**src/dcp_pkg.sv**
```systemverilog
`default_nettype none
package dcp_pkg;
  typedef logic [31:0] dcp_word_t;
  typedef logic [7:0]  dcp_raddr_t;
  typedef logic [8:0]  dcp_cnt_t;
  typedef enum logic [1:0] {ST_IDLE, ST_RD, ST_WR} dcp_state_e;

  // register byte offsets
  localparam dcp_raddr_t OFS_CTRL  = 8'h00;
  localparam dcp_raddr_t OFS_CHCON = 8'h10;
  localparam dcp_raddr_t OFS_EVCON = 8'h14;
  localparam dcp_raddr_t OFS_INT   = 8'h18;
  localparam dcp_raddr_t OFS_SSA   = 8'h20;
  localparam dcp_raddr_t OFS_DSA   = 8'h24;
  localparam dcp_raddr_t OFS_SSIZ  = 8'h28;
  localparam dcp_raddr_t OFS_DSIZ  = 8'h2C;
  localparam dcp_raddr_t OFS_SPTR  = 8'h30;
  localparam dcp_raddr_t OFS_DPTR  = 8'h34;
  localparam dcp_raddr_t OFS_CSIZ  = 8'h38;
  localparam dcp_raddr_t OFS_CPTR  = 8'h3C;
  localparam dcp_raddr_t OFS_PAT   = 8'h40;

  // field positions
  localparam int B_CTRL_ON   = 15;
  localparam int B_CTRL_SUSP = 12;
  localparam int B_CH_EN     = 7;
  localparam int B_CH_AUTO   = 4;
  localparam int B_EV_FORCE  = 7;
  localparam int B_EV_ABORT  = 6;
  localparam int B_EV_PAT    = 5;
  localparam int B_EV_SEN    = 4;
  localparam int B_EV_AEN    = 3;
  localparam int B_EV_SSEL   = 8;
  localparam int B_EV_ASEL   = 16;
  localparam int F_ERR   = 0;
  localparam int F_ABORT = 1;
  localparam int F_CELL  = 2;
  localparam int F_BLOCK = 3;
  localparam int F_DHALF = 4;
  localparam int F_DDONE = 5;
  localparam int F_SHALF = 6;
  localparam int F_SDONE = 7;

  // values after reset, word and full-block sizes
  localparam logic [7:0] RST_BYTE = 8'h00;
  localparam dcp_word_t  RST_WORD = 32'h0000_0000;
  localparam logic [2:0] WORD_BYTES = 3'h4;
  localparam dcp_cnt_t   FULL_SIZE  = 9'h100;

  // size field: zero means a full 256 bytes
  function automatic dcp_cnt_t dcp_size(input logic [7:0] v);
    return (v == 8'h00) ? FULL_SIZE : {1'b0, v};
  endfunction

  function automatic dcp_cnt_t dcp_min(input dcp_cnt_t a, input dcp_cnt_t b);
    return (a < b) ? a : b;
  endfunction
endpackage
`default_nettype wire

```
**src/dcp_ptr_if.sv**
```systemverilog
`timescale 1ns/100ps
`default_nettype none
interface dcp_ptr_if;
  logic       clr;
  logic       adv;
  logic [2:0] amt;
  logic [8:0] size;
  logic [7:0] ptr;
  logic       half;
  logic       done;
  modport ctl  (output clr, adv, amt, size, input ptr, half, done);
  modport unit (input clr, adv, amt, size, output ptr, half, done);
endinterface
`default_nettype wire

```
**src/dcp_ptr_unit.sv**
```systemverilog
`timescale 1ns/100ps
`default_nettype none
module dcp_ptr_unit (
  // clock and reset
  input wire logic clk,
  input wire logic reset,
  // pointer control
  dcp_ptr_if.unit  p
);
  import dcp_pkg::*;

  dcp_cnt_t next_ptr;
  dcp_cnt_t half_pt;

  assign next_ptr = {1'b0, p.ptr} + {6'h00, p.amt};
  assign half_pt  = p.size >> 1;
  assign p.half   = p.adv && ({1'b0, p.ptr} < half_pt) && (next_ptr >= half_pt);
  assign p.done   = p.adv && (next_ptr >= p.size);

  always_ff @(posedge clk) begin
    if (reset || p.clr) begin
      p.ptr <= RST_BYTE;
    end else if (p.adv) begin
      p.ptr <= (next_ptr >= p.size) ? RST_BYTE : next_ptr[7:0];
    end
  end
endmodule // dcp_ptr_unit
`default_nettype wire

```
**src/dcp_channel.sv**
```systemverilog
// What this block does
// - moves data only with controller and channel enabled
// - force-start bit starts a cell transfer
// - matching enabled start event starts a transfer
// - each event moves one cell, then waits
// - transaction is one word read then write
// - pointers read-only, advance after each transaction
// - half and done flags per pointer
// - pointers cleared on reset, off, completion, abort
// - abort while suspended keeps all pointers
// - start address write clears its pointer
// - enable self-clears after block unless auto-enable
// - abort, pattern, abort event, error, completion stop
// - abort finishes current transaction, sets abort flag
// - block size is larger of both sizes
// - at most 256 bytes per block
// - pointers wrap at their programmed sizes
// - cell larger than block moves only block
// - written byte equal to pattern is match
// - match acts as block completion
// - pattern byte in low eight bits only
// - size value zero means 256 bytes
`timescale 1ns/100ps
`default_nettype none
module dcp_channel (
  // clock and reset
  input  wire logic              clk,
  input  wire logic              reset,
  // register port
  input  wire dcp_pkg::dcp_raddr_t reg_addr,
  input  wire dcp_pkg::dcp_word_t  reg_wdata,
  input  wire logic              reg_wr,
  input  wire logic              reg_rd,
  output var  dcp_pkg::dcp_word_t  reg_rdata,
  // system events
  input  wire logic              evt_valid,
  input  wire logic [7:0]        evt_num,
  // system bus master
  output var  dcp_pkg::dcp_word_t  bus_addr,
  output var  logic              bus_rd,
  output var  logic              bus_wr,
  output var  dcp_pkg::dcp_word_t  bus_wdata,
  output var  logic [3:0]        bus_be,
  input  wire dcp_pkg::dcp_word_t  bus_rdata,
  input  wire logic              bus_ack,
  input  wire logic              bus_err,
  // status
  output var  logic              chan_busy
);
  import dcp_pkg::*;

  ////////////////////////////////////////////////////////////////////////
  dcp_state_e  state;
  logic        ctl_on;
  logic        ctl_susp;
  logic        ch_en;
  logic        ch_auto;
  logic [7:0]  ev_ssel;
  logic [7:0]  ev_asel;
  logic        ev_pat;
  logic        ev_sen;
  logic        ev_aen;
  logic [7:0]  flags;
  dcp_word_t   ssa;
  dcp_word_t   dsa;
  logic [7:0]  ssiz;
  logic [7:0]  dsiz;
  logic [7:0]  csiz;
  logic [7:0]  pattern_byte;
  logic        cell_busy;
  logic        abort_pend;
  dcp_cnt_t    cptr;
  dcp_cnt_t    bcnt;
  logic [2:0]  xfer_n;
  logic [1:0]  soff;
  logic [1:0]  doff;
  dcp_word_t   daddr_q;
  logic        match_q;

  dcp_cnt_t    ssize;
  dcp_cnt_t    dsize;
  dcp_cnt_t    bsize;
  dcp_cnt_t    cell_len;
  dcp_cnt_t    rem;
  dcp_cnt_t    lane;
  dcp_cnt_t    next_n;
  dcp_word_t   sa;
  dcp_word_t   da;
  dcp_word_t   aligned;
  logic        rd_match;
  logic        stalled;
  logic        start_req;
  logic        abort_req;
  logic        go;
  logic        wr_done;
  logic        err_stop;
  logic        do_abort;
  logic        blk_done;
  logic        cell_done;
  logic        clr_ptrs;

  dcp_ptr_if src_if ();
  dcp_ptr_if dst_if ();

  function automatic logic reg_hit(input dcp_raddr_t ofs);
    return reg_wr && (reg_addr == ofs);
  endfunction

  ////////////////////////////////////////////////////////////////////////
  // sizes and transaction length
  // zero means 256
  assign ssize = dcp_size(ssiz);
  assign dsize = dcp_size(dsiz);
  assign bsize = (ssize > dsize) ? ssize : dsize;
  assign cell_len = dcp_min(dcp_size(csiz), bsize);
  assign rem = dcp_min(dcp_min(cell_len - cptr, bsize - bcnt),
                       dcp_min(ssize - {1'b0, src_if.ptr}, dsize - {1'b0, dst_if.ptr}));
  assign sa = ssa + {24'h000000, src_if.ptr};
  assign da = dsa + {24'h000000, dst_if.ptr};
  // at most one word per transaction
  assign lane = dcp_min({7'h00, 2'h0 - sa[1:0]} + ((sa[1:0] == 2'h0) ? 9'h004 : 9'h000),
                        {7'h00, 2'h0 - da[1:0]} + ((da[1:0] == 2'h0) ? 9'h004 : 9'h000));
  assign next_n = dcp_min(rem, lane);

  ////////////////////////////////////////////////////////////////////////
  // triggers and stop causes
  // both enables needed
  assign stalled = !ctl_on || !ch_en || ctl_susp;
  assign start_req = ctl_on && ch_en &&
                     ((reg_hit(OFS_EVCON) && reg_wdata[B_EV_FORCE]) ||
                      (evt_valid && ev_sen && (evt_num == ev_ssel)));
  assign abort_req = (reg_hit(OFS_EVCON) && reg_wdata[B_EV_ABORT]) ||
                     (evt_valid && ev_aen && (evt_num == ev_asel));
  assign go = (state == ST_IDLE) && cell_busy && !stalled && !abort_pend && !abort_req;
  assign wr_done = (state == ST_WR) && bus_ack && !bus_err;
  assign err_stop = (state != ST_IDLE) && bus_err;
  assign do_abort = abort_pend && (state == ST_IDLE);
  assign blk_done = wr_done && ((bcnt + {6'h00, xfer_n} >= bsize) || match_q);
  assign cell_done = wr_done && (cptr + {6'h00, xfer_n} >= cell_len);
  assign clr_ptrs = !ctl_on || blk_done || (do_abort && !stalled);

  ////////////////////////////////////////////////////////////////////////
  // source and destination pointers
  // start address write clears
  assign src_if.clr  = clr_ptrs || reg_hit(OFS_SSA);
  assign dst_if.clr  = clr_ptrs || reg_hit(OFS_DSA);
  assign src_if.adv  = wr_done;
  assign dst_if.adv  = wr_done;
  assign src_if.amt  = xfer_n;
  assign dst_if.amt  = xfer_n;
  assign src_if.size = ssize;
  assign dst_if.size = dsize;

  dcp_ptr_unit u_src (
    .clk   (clk),
    .reset (reset),
    .p     (src_if.unit)
  );

  dcp_ptr_unit u_dst (
    .clk   (clk),
    .reset (reset),
    .p     (dst_if.unit)
  );

  always_ff @(posedge clk) begin
    if (reset || clr_ptrs || cell_done) begin
      cptr <= {1'b0, RST_BYTE};
    end else if (wr_done) begin
      cptr <= cptr + {6'h00, xfer_n};
    end
  end

  always_ff @(posedge clk) begin
    if (reset || clr_ptrs) begin
      bcnt <= {1'b0, RST_BYTE};
    end else if (wr_done) begin
      bcnt <= bcnt + {6'h00, xfer_n};
    end
  end

  ////////////////////////////////////////////////////////////////////////
  // control registers
  always_ff @(posedge clk) begin
    if (reset) begin
      ctl_on   <= 1'b0;
      ctl_susp <= 1'b0;
    end else if (reg_hit(OFS_CTRL)) begin
      ctl_on   <= reg_wdata[B_CTRL_ON];
      ctl_susp <= reg_wdata[B_CTRL_SUSP];
    end
  end

  always_ff @(posedge clk) begin
    if (reset) begin
      ch_en   <= 1'b0;
      ch_auto <= 1'b0;
    end else begin
      if (reg_hit(OFS_CHCON)) begin
        ch_en   <= reg_wdata[B_CH_EN];
        ch_auto <= reg_wdata[B_CH_AUTO];
      end
      if ((blk_done && !ch_auto) || err_stop || do_abort) begin
        ch_en <= 1'b0;
      end
    end
  end

  always_ff @(posedge clk) begin
    if (reset) begin
      ev_ssel <= RST_BYTE;
      ev_asel <= RST_BYTE;
      ev_pat  <= 1'b0;
      ev_sen  <= 1'b0;
      ev_aen  <= 1'b0;
    end else if (reg_hit(OFS_EVCON)) begin
      ev_ssel <= reg_wdata[B_EV_SSEL +: 8];
      ev_asel <= reg_wdata[B_EV_ASEL +: 8];
      ev_pat  <= reg_wdata[B_EV_PAT];
      ev_sen  <= reg_wdata[B_EV_SEN];
      ev_aen  <= reg_wdata[B_EV_AEN];
    end
  end

  always_ff @(posedge clk) begin
    if (reset) begin
      ssa          <= RST_WORD;
      dsa          <= RST_WORD;
      ssiz         <= RST_BYTE;
      dsiz         <= RST_BYTE;
      csiz         <= RST_BYTE;
      pattern_byte <= RST_BYTE;
    end else begin
      if (reg_hit(OFS_SSA)) ssa <= reg_wdata;
      if (reg_hit(OFS_DSA)) dsa <= reg_wdata;
      if (reg_hit(OFS_SSIZ)) ssiz <= reg_wdata[7:0];
      if (reg_hit(OFS_DSIZ)) dsiz <= reg_wdata[7:0];
      if (reg_hit(OFS_CSIZ)) csiz <= reg_wdata[7:0];
      if (reg_hit(OFS_PAT)) pattern_byte <= reg_wdata[7:0];
    end
  end

  ////////////////////////////////////////////////////////////////////////
  // status flags: write one to clear, a set in the same cycle wins
  always_ff @(posedge clk) begin
    if (reset) begin
      flags <= RST_BYTE;
    end else begin
      if (reg_hit(OFS_INT)) flags <= flags & ~reg_wdata[7:0];
      if (err_stop) flags[F_ERR] <= 1'b1;
      if (do_abort) flags[F_ABORT] <= 1'b1;
      if (cell_done) flags[F_CELL] <= 1'b1;
      if (blk_done) flags[F_BLOCK] <= 1'b1;
      if (dst_if.half) flags[F_DHALF] <= 1'b1;
      if (dst_if.done) flags[F_DDONE] <= 1'b1;
      if (src_if.half) flags[F_SHALF] <= 1'b1;
      if (src_if.done) flags[F_SDONE] <= 1'b1;
    end
  end

  ////////////////////////////////////////////////////////////////////////
  // pending cell and abort
  always_ff @(posedge clk) begin
    if (reset) begin
      cell_busy <= 1'b0;
    end else if (start_req) begin
      cell_busy <= 1'b1;
    end else if (cell_done || blk_done || do_abort || err_stop || !ctl_on) begin
      cell_busy <= 1'b0;
    end
  end

  always_ff @(posedge clk) begin
    if (reset) begin
      abort_pend <= 1'b0;
    end else if (abort_req) begin
      abort_pend <= 1'b1;
    end else if (do_abort || err_stop) begin
      abort_pend <= 1'b0;
    end
  end

  ////////////////////////////////////////////////////////////////////////
  // read data realignment and pattern compare
  assign aligned = bus_rdata >> {soff, 3'h0};

  always_comb begin
    rd_match = 1'b0;
    for (int i = 0; i < 4; i++) begin
      if ((i < int'(xfer_n)) && (aligned[8*i +: 8] == pattern_byte)) rd_match = 1'b1;
    end
  end

  ////////////////////////////////////////////////////////////////////////
  // bus transaction sequencer
  // read then write
  always_ff @(posedge clk) begin
    if (reset) begin
      state     <= ST_IDLE;
      bus_addr  <= RST_WORD;
      bus_rd    <= 1'b0;
      bus_wr    <= 1'b0;
      bus_wdata <= RST_WORD;
      bus_be    <= 4'h0;
      xfer_n    <= 3'h0;
      soff      <= 2'h0;
      doff      <= 2'h0;
      daddr_q   <= RST_WORD;
      match_q   <= 1'b0;
    end else begin
      unique case (state)
        ST_IDLE: begin
          if (go) begin
            bus_addr <= {sa[31:2], 2'h0};
            bus_rd   <= 1'b1;
            bus_be   <= 4'hF;
            xfer_n   <= next_n[2:0];
            soff     <= sa[1:0];
            doff     <= da[1:0];
            daddr_q  <= da;
            state    <= ST_RD;
          end
        end
        ST_RD: begin
          if (bus_err) begin
            bus_rd <= 1'b0;
            bus_be <= 4'h0;
            state  <= ST_IDLE;
          end else if (bus_ack) begin
            bus_rd    <= 1'b0;
            bus_wr    <= 1'b1;
            bus_addr  <= {daddr_q[31:2], 2'h0};
            bus_wdata <= aligned << {doff, 3'h0};
            bus_be    <= 4'((5'h01 << xfer_n) - 5'h01) << doff;
            match_q   <= ev_pat && rd_match;
            state     <= ST_WR;
          end
        end
        ST_WR: begin
          if (bus_ack || bus_err) begin
            bus_wr  <= 1'b0;
            bus_be  <= 4'h0;
            match_q <= 1'b0;
            state   <= ST_IDLE;
          end
        end
      endcase
    end
  end

  always_ff @(posedge clk) begin
    if (reset) begin
      chan_busy <= 1'b0;
    end else begin
      chan_busy <= cell_busy || (state != ST_IDLE);
    end
  end

  ////////////////////////////////////////////////////////////////////////
  // register read port, data valid the cycle after the strobe
  always_ff @(posedge clk) begin
    if (reset || !reg_rd) begin
      reg_rdata <= RST_WORD;
    end else begin
      unique case (reg_addr)
        OFS_CTRL:  reg_rdata <= RST_WORD | (32'(ctl_on) << B_CTRL_ON) | (32'(ctl_susp) << B_CTRL_SUSP);
        OFS_CHCON: reg_rdata <= RST_WORD | (32'(ch_en) << B_CH_EN) | (32'(ch_auto) << B_CH_AUTO);
        OFS_EVCON: reg_rdata <= {8'h00, ev_asel, ev_ssel, 2'h0, ev_pat, ev_sen, ev_aen, 3'h0};
        OFS_INT:   reg_rdata <= {24'h000000, flags};
        OFS_SSA:   reg_rdata <= ssa;
        OFS_DSA:   reg_rdata <= dsa;
        OFS_SSIZ:  reg_rdata <= {24'h000000, ssiz};
        OFS_DSIZ:  reg_rdata <= {24'h000000, dsiz};
        OFS_SPTR:  reg_rdata <= {24'h000000, src_if.ptr};
        OFS_DPTR:  reg_rdata <= {24'h000000, dst_if.ptr};
        OFS_CSIZ:  reg_rdata <= {24'h000000, csiz};
        OFS_CPTR:  reg_rdata <= {24'h000000, cptr[7:0]};
        OFS_PAT:   reg_rdata <= {24'h000000, pattern_byte};
        default:   reg_rdata <= RST_WORD;
      endcase
    end
  end
endmodule // dcp_channel
`default_nettype wire

```
**config.mk**
```make
export PLATFORM = sky130hd
export DESIGN_NAME = dcp_channel
export DESIGN_NICKNAME = d
export VERILOG_FILES = /design/src/dcp_pkg.sv /design/src/dcp_ptr_if.sv /design/src/dcp_ptr_unit.sv /design/src/dcp_channel.sv
export SDC_FILE = /design/constraint.sdc
export NUM_CORES = 1
export LEC_CHECK = 0
export ABC_AREA = 1
export CORE_MARGIN = 4
export CORE_UTILIZATION = 34
export DETAILED_ROUTE_END_ITERATION = 16
export DONT_BUFFER_PORTS = 1
export PLACE_DENSITY = 0.53
export RECOVER_POWER = 50
export SYNTH_ARGS = -nofsm -noshare
export SYNTH_HDL_FRONTEND = slang
export SYNTH_HIERARCHICAL = 1
export SYNTH_SLANG_ARGS = --single-unit
```
**constraint.sdc**
```tcl
create_clock -name clk -period 22.8 [get_ports clk]
set_input_delay 1.14 -clock clk [delete_from_list [all_inputs] [get_ports clk]]
set_output_delay 1.14 -clock clk [all_outputs]
set_load 0.01 [all_outputs]
```
==> flow_metrics.py, run 1 <==
metrics = {
    "status": {
        "outcome": "finished, violations left",
        "violations": "max-capacitance violations, max-slew violations",
    },
    "worst_setup_path": {
        "worstPathArrival_ns": 10.64,
        "slowest_delay_ns": 0.57,
        "cp_max_fo": 18,
        "crit_type": "register to register",
        "end_kind": "register",
        "required_ns": 23.29,
        "start_kind": "register",
        "slowest_stage": "o21ai_0",
    },
    "sta": {
        "fin_tns_setup_ns": 0,
        "hold_viol_final": 0,
        "setup_viol": 0,
        "fin_skew_ns": 0.0291,
        "fmax_ghz": 0.0985,
        "slew_viol_final": 185,
        "worstMarginPinSlew_ns": 3.67,
        "post-route-period-util_pct": 44.5,
        "rsz0062_at_grt": "no",
        "maxSlewHeadroom_pct": -145,
        "min_period_ns": 10.15,
    },
    "layout": {
        "nFillCells": 6200,
        "area.sequential_um2": 6090,
        "final_cell_mix": "nand2_1, inv_1, a21oi_1",
        "multiInputGateArea_um2": 12200,
        "syn_to_final_growth_pct": 9.55,
        "diodes": 0,
        "final_common_cell": "nand2_1",
        "fin_area_um2": 22300,
        "design.final.nets": 3145,
        "layout-drive-gt1-share_pct": 5.00,
    },
    "clock_tree": {
        "postCtsSetupRepairBufs": 0,
        "path_clk_slew_ns": 0.06,
        "clock_latency_ns": 0.58,
        "cts-root-buf": "clkbuf_16",
        "cts_resized": 0,
        "cts_buffers": 38,
        "postCtsHoldBufs": 0,
        "cts_tree": "done",
        "clock-sinks": 304,
        "htreeDepth": 2,
        "max-clock-path-buffers": 3,
    },
    "floorplanning": {
        "start_util_pct": 34.4,
        "rows": 89,
        "die_w_um": 253,
        "core_um2": 59100,
        "dieArea_um2": 63800,
        "die_h_um": 253,
        "ios": 190,
    },
    "pwr": {
        "pwr-share-clk_pct": 45.8,
        "power.switching_w": 0.000461,
        "share_comb_of_total_power_pct": 15.1,
        "p_int_w": 0.00103,
        "ir_drop_v": 0.0000665,
        "p_seq_share_pct": 39.1,
        "p_leak_nw": 9.31,
        "switching_share_pct": 30.9,
        "cellPowerDensity_nw_per_um2": 66.8,
    },
    "detailed_routing": {
        "vias_per_cell": 5.38,
        "wl_per_cell_um": 21.3,
        "dr.first_iter.drc_count": 1723,
        "antenna_left": 0,
        "drtPass1Iterations": 8,
        "vias": 19777,
        "wirelength_um": 78100,
        "drc": 0,
    },
    "logic_synthesis": {
        "ys_seq_area_share_pct": 29.9,
        "synth_edf_count": 0,
        "syn_area_um2": 20300,
        "yosysWarnings": 6,
        "synth_area_leaders": "dfxtp_1, ha_1, nand2_1",
        "synth_cell_types": 59,
        "yosysTopAreaCellShare_pct": 29.9,
        "synth_top_flop_cell": "dfxtp_1",
        "syn_avg_cell_area_um2": 6.88,
        "ys_ff_latch": 304,
        "synth-async-reset-ratio_pct": 0,
        "syn_inst": 2956,
        "synth_top_area_cell": "dfxtp_1",
    },
    "grt": {
        "grt_max_degree": 96,
        "grt_pass1_wl_um": 117000,
        "overflow": 0,
        "grt.total_usage_pct": 23.6,
        "grt_pass1_vias": 18998,
        "antenna_found_initial": 0,
    },
    "job": {
        "drv_cap": 3,
    },
    "hold_path": {
        "holdCritPathClass": "register to register",
    },
    "placement": {
        "gp_congestion": 1.08,
        "dpl_cell_area_um2": 20900,
        "io_buffer_count": 0,
        "dp_hpwl_um": 60700,
    },
}
==> metal layers <==
layer | up-vias | routed length (um) | track usage, %
met5 | - | 0 | 0
li1 | 9681 | - | -
met2 | 666 | 36500 | 39.6
met3 | 142 | 5140 | 3.86
met1 | 9288 | 34000 | 31.2
met4 | 0 | 2480 | 7.43
==> through the flow <==
stage | std cells | util, % | setup WS [ns] | hold WS, ns | power (W)
5_1_grt | 3674 | 37.7 | 11.58 | 0.470 | 0.00155
3_3_place_gp | 3605 | 35.4 | 13.16 | 0.444 | 0.000815
3_5_place_dp | 3605 | 35.4 | 12.82 | 0.452 | 0.000817
6_report | 3674 | 37.7 | 12.65 | 0.462 | 0.00149
2_1_floorplan | 2957 | - | 14.20 | 0.429 | 0.000754
4_1_cts | 3674 | 37.7 | 12.77 | 0.463 | 0.00150
==> power by group through the flow <==
| stage | clock network [W] | logic (W) | registers (W) |
|---|---|---|---|
| 2_1_floorplan | 0 | 0.000169 | 0.000584 |
| 3_3_place_gp | 0 | 0.000219 | 0.000595 |
| 3_5_place_dp | 0 | 0.000222 | 0.000595 |
| 4_1_cts | 0.000697 | 0.000223 | 0.000584 |
| 5_1_grt | 0.000715 | 0.000255 | 0.000584 |
| 6_report | 0.000682 | 0.000224 | 0.000582 |
==> kinds of logic (layout without fill, tap and decap cells) <==
logic type	after synthesis	after routing	share of synthesized area, %
AOI/OAI and AO/OA	806	806	22.0
adders and majority gates	186	186	11.8
and+or+nand+nor	993	993	21.0
xor gates and xnor gates	116	116	5.03
buffers and inverters	550	494	10.2
other	1	2	0.0184
DFF	304	304	29.9
==> flip-flops by register name (all words and copies together) (netlist names), 9 cells and up <==
signal     count
bcnt           9
bus_wdata     32
ssa           32
cptr           9
daddr_q       31
dsa           32
reg_rdata     32
bus_addr      30
==> worst paths after layout <==
path	endpoint	start	slack, ns	depth (start not counted)
hold / removal	daddr_q[30]	daddr_q[30]	0.46	2
hold reg to reg	daddr_q[30]	daddr_q[30]	0.46	2
setup reg to reg	dst_if.amt[0]	dsiz[1]	12.65	55
setup / recovery	dst_if.amt[0]	dsiz[1]	12.65	55
==> worst max-delay path: cells and delay by family (launching register included) <==
kind	cells	cell delay (ns)
compound gates	14	3.14
buf+inv	5	0.63
flops	1	0.39
fa+ha+maj	7	2.19
simple gates	28	3.45
xor+xnor	1	0.29
==> cells in the mapped netlist (3+ instances only) <==
master / instances
a2111oi_0: 3
a211oi_1: 34
a21oi_1: 341
a21oi_2: 4
a221oi_1: 20
a31oi_1: 28
buf_1: 8
buf_2: 6
clkbuf_1: 125
clkinv_1: 3
dfxtp_1: 304
fa_1: 10
ha_1: 176
inv_1: 400
inv_2: 4
nand2_1: 511
nand2_2: 19
nand2_4: 5
nand3_1: 108
nand3_2: 5
nand3b_1: 6
nand4_1: 34
nor2_1: 238
nor2_2: 4
nor2_4: 4
nor3_1: 29
nor4_1: 15
o2111ai_1: 3
o211ai_1: 19
o21a_1: 3
o21ai_0: 287
o21ai_1: 5
o21bai_1: 16
o221ai_1: 5
o22ai_1: 23
or2_2: 6
xnor2_1: 16
xor2_1: 99
==> layout make-up <==
cell class	count	area share, %
well taps	773	4.34
inverters	407	6.86
multi-input cells	2103	54.7
repair buffers	18	0.539
clock buffers	45	4.66
flip-flops and latches	304	27.3
clock inverters	24	1.59
Power figures use the tool's default switching activity.
==> run 2: changes to the inputs <==
Settings changed: ABC_AREA 1 to 0.
Clock period 22.8 ns to 10.6 ns, I/O delays scaled along.
==> run 2 against run 1 <==
Non-clock buffer count is 28 higher. The flow still finishes with violations (max-capacitance violations, max-slew violations). Critical path depth is 6 lower. Via count is 7.0% lower. Sequential power is 100% higher. Critical endpoint is now dst_if.amt[2]. First-iteration DRC count is 0.41% higher. Clock power is 94% higher. Maximum frequency is 3.5% higher. Sequential share of layout area is 0.25 points higher. Routed wire length is 6.3% lower.
==> flow_metrics.py, run 2 <==
metrics = {
    "clock_tree": {
        "clock_latency_ns": 0.57,
        "postCtsHoldBufs": 0,
        "clock-sinks": 304,
        "max-clock-path-buffers": 3,
        "htreeDepth": 2,
        "cts-root-buf": "clkbuf_16",
        "path_clk_slew_ns": 0.07,
        "cts_buffers": 37,
        "cts_tree": "done",
    },
    "worst_setup_path": {
        "cpMostUsedCell": "ha_1",
        "crit_type": "register to register",
        "slowest_delay_ns": 0.47,
        "start_kind": "register",
        "required_ns": 11.10,
        "worstPathArrival_ns": 10.31,
        "end_kind": "register",
        "cp_max_fo": 6,
        "slowest_stage": "or4_4",
    },
    "logic_synthesis": {
        "ys_ff_latch": 304,
        "syn_inst": 2634,
        "ys_top_cells_by_count": "nand2_1, a21oi_1, dfxtp_1",
        "synth_top_area_cell": "dfxtp_1",
        "synth_cell_types": 79,
        "synth-async-reset-ratio_pct": 0,
        "yosysTopAreaCellShare_pct": 30.4,
        "yosysWarnings": 6,
        "syn_area_um2": 20000,
        "synth_top_flop_cell": "dfxtp_1",
        "synth_area_leaders": "dfxtp_1, ha_1, nand2_1",
        "syn_avg_cell_area_um2": 7.61,
        "yosysMostFrequentCell": "nand2_1",
        "synth_edf_count": 0,
        "ys_seq_area_share_pct": 30.4,
    },
    "placement": {
        "io_buffer_count": 0,
        "gp_congestion": 0.940,
        "dp_hpwl_um": 54700,
        "place_ws_ns": -0.00741,
    },
    "detailed_routing": {
        "dr.first_iter.drc_count": 1730,
        "vias": 18396,
        "wirelength_um": 73200,
        "vias_per_cell": 5.51,
        "antenna_left": 0,
        "drtPass1Iterations": 10,
        "drc": 0,
        "wl_per_cell_um": 21.9,
    },
    "grt": {
        "grt_pass1_wl_um": 109000,
        "globalRouteMet1Util_pct": 30.2,
        "antenna_found_initial": 1,
        "gr-usage-met3_pct": 5.38,
        "use_met2_pct": 35.3,
        "grt_pass1_vias": 17514,
        "grt.total_usage_pct": 22.1,
        "grt_max_degree": 238,
        "busiest_layer": "met2",
        "overflow": 0,
    },
    "floorplanning": {
        "die_h_um": 251,
        "core_um2": 58000,
        "rows": 88,
        "ios": 190,
        "dieArea_um2": 62900,
        "start_util_pct": 34.6,
        "die_w_um": 251,
    },
    "pwr": {
        "p_leak_nw": 7.98,
        "total_power_w": 0.00275,
        "ir_drop_v": 0.000128,
        "cellPowerDensity_nw_per_um2": 124,
    },
    "sta": {
        "post-route-period-util_pct": 92.5,
        "fmax_ghz": 0.102,
        "maxSlewHeadroom_pct": -63.4,
        "worstMarginPinSlew_ns": 2.45,
        "hold_viol_final": 0,
        "min_period_ns": 9.81,
        "fin_tns_setup_ns": 0,
        "setup_viol": 0,
        "layout_setup_ws_ns": 0.793,
        "fin_skew_ns": 0.0232,
        "slew_viol_final": 103,
        "whs_ns": 0.0722,
    },
    "layout": {
        "design.final.nets": 2822,
        "syn_to_final_growth_pct": 10.2,
        "layout-drive-gt1-share_pct": 6.56,
        "diodes": 0,
        "final_common_cell": "nand2_1",
        "final_cell_mix": "nand2_1, dfxtp_1, a21oi_1",
        "fin_util_pct": 38.1,
    },
    "job": {
        "drv_cap": 3,
    },
    "status": {
        "violations": "max-capacitance violations, max-slew violations",
        "outcome": "finished, violations left",
    },
    "hold_path": {
        "holdCritPathClass": "input pin to register",
    },
}
[run 2: cell count changes in the layout (fill, tap and decap cells not counted), moves of 39 or more]
cell	change
a22oi_1	+40
inv_1	-252
nand2b_1	+44
a21o_1	+39
o21ai_0	-190
a21oi_1	-41
nand2_1	-87
xnor2_1	+65
[run 2: through the flow]
stage               cell area, um2  cells
floorplan                    20100   2635
global placement             20700   3266
detailed placement           20700   3266
CTS                          21900   3332
global route                 22100   3341
finish                       22100   3341
[run 2: worst paths after layout]
check / from / to / slack (ns) / depth (start not counted)
setup / recovery: dsiz[4] / dst_if.amt[2] / 0.79 / 49
hold / removal: reset / ssa[22] / 0.07 / 1
setup reg to reg: dsiz[4] / dst_if.amt[2] / 0.79 / 49
hold reg to reg: daddr_q[6] / daddr_q[6] / 0.45 / 2
[run 2: final cells by class]
| class | count | area [um2] |
|---|---|---|
| fillers | 5952 | 35900 |
| multi-input cells | 2010 | 12900 |
| flip-flops and latches | 304 | 6090 |
| clock buffers | 50 | 1070 |
| well taps | 765 | 957 |
| inverters | 150 | 563 |
| repair buffers | 46 | 343 |
| clock inverters | 16 | 189 |
[run 2: power breakdown]
group          total (W)  leakage [nW]  internal (W)  switching (W)
Clock            0.00132         0.615      0.000784       0.000533
Sequential       0.00118          2.45       0.00116      0.0000198
Combinational   0.000253          4.91      0.000103       0.000150
[run 2: timing repair]
item | in CTS | in global routing
gates cloned | 0 | 2
endpoints found under the setup margin | 2 | 3
pin swaps | 0 | 7
gates resized for setup | 1 | 36
buffers inserted | 0 | 7
[run 2: critical path: cells and delay by family, from the launching register on]
family	cells	cell delay, ns
AO/OA/AOI/OAI	18	2.99
adder cells (fa/ha/maj)	7	2.06
buffers and inverters	5	0.58
XOR/XNOR	1	0.15
AND/OR/NAND/NOR	17	3.26
multiplexers	1	0.28
flip-flops	1	0.36
[run 2: cell families after synthesis]
kind of cell    Yosys count  share of synthesized area [%]
compound gates          666                           20.4
xor+xnor                165                           7.25
fa+ha+maj               187                           12.0
buf+inv                 322                           6.17
flops                   304                           30.4
mux                      51                           2.64
other cells               1                         0.0187
simple gates            938                           21.1
[run 2: routing by layer]
metal | share of wire (%) | up-vias
met5 | 0.075 | -
met4 | 2.1 | 5
met3 | 8.5 | 96
met2 | 45 | 643
met1 | 45 | 8723
li1 | - | 8929
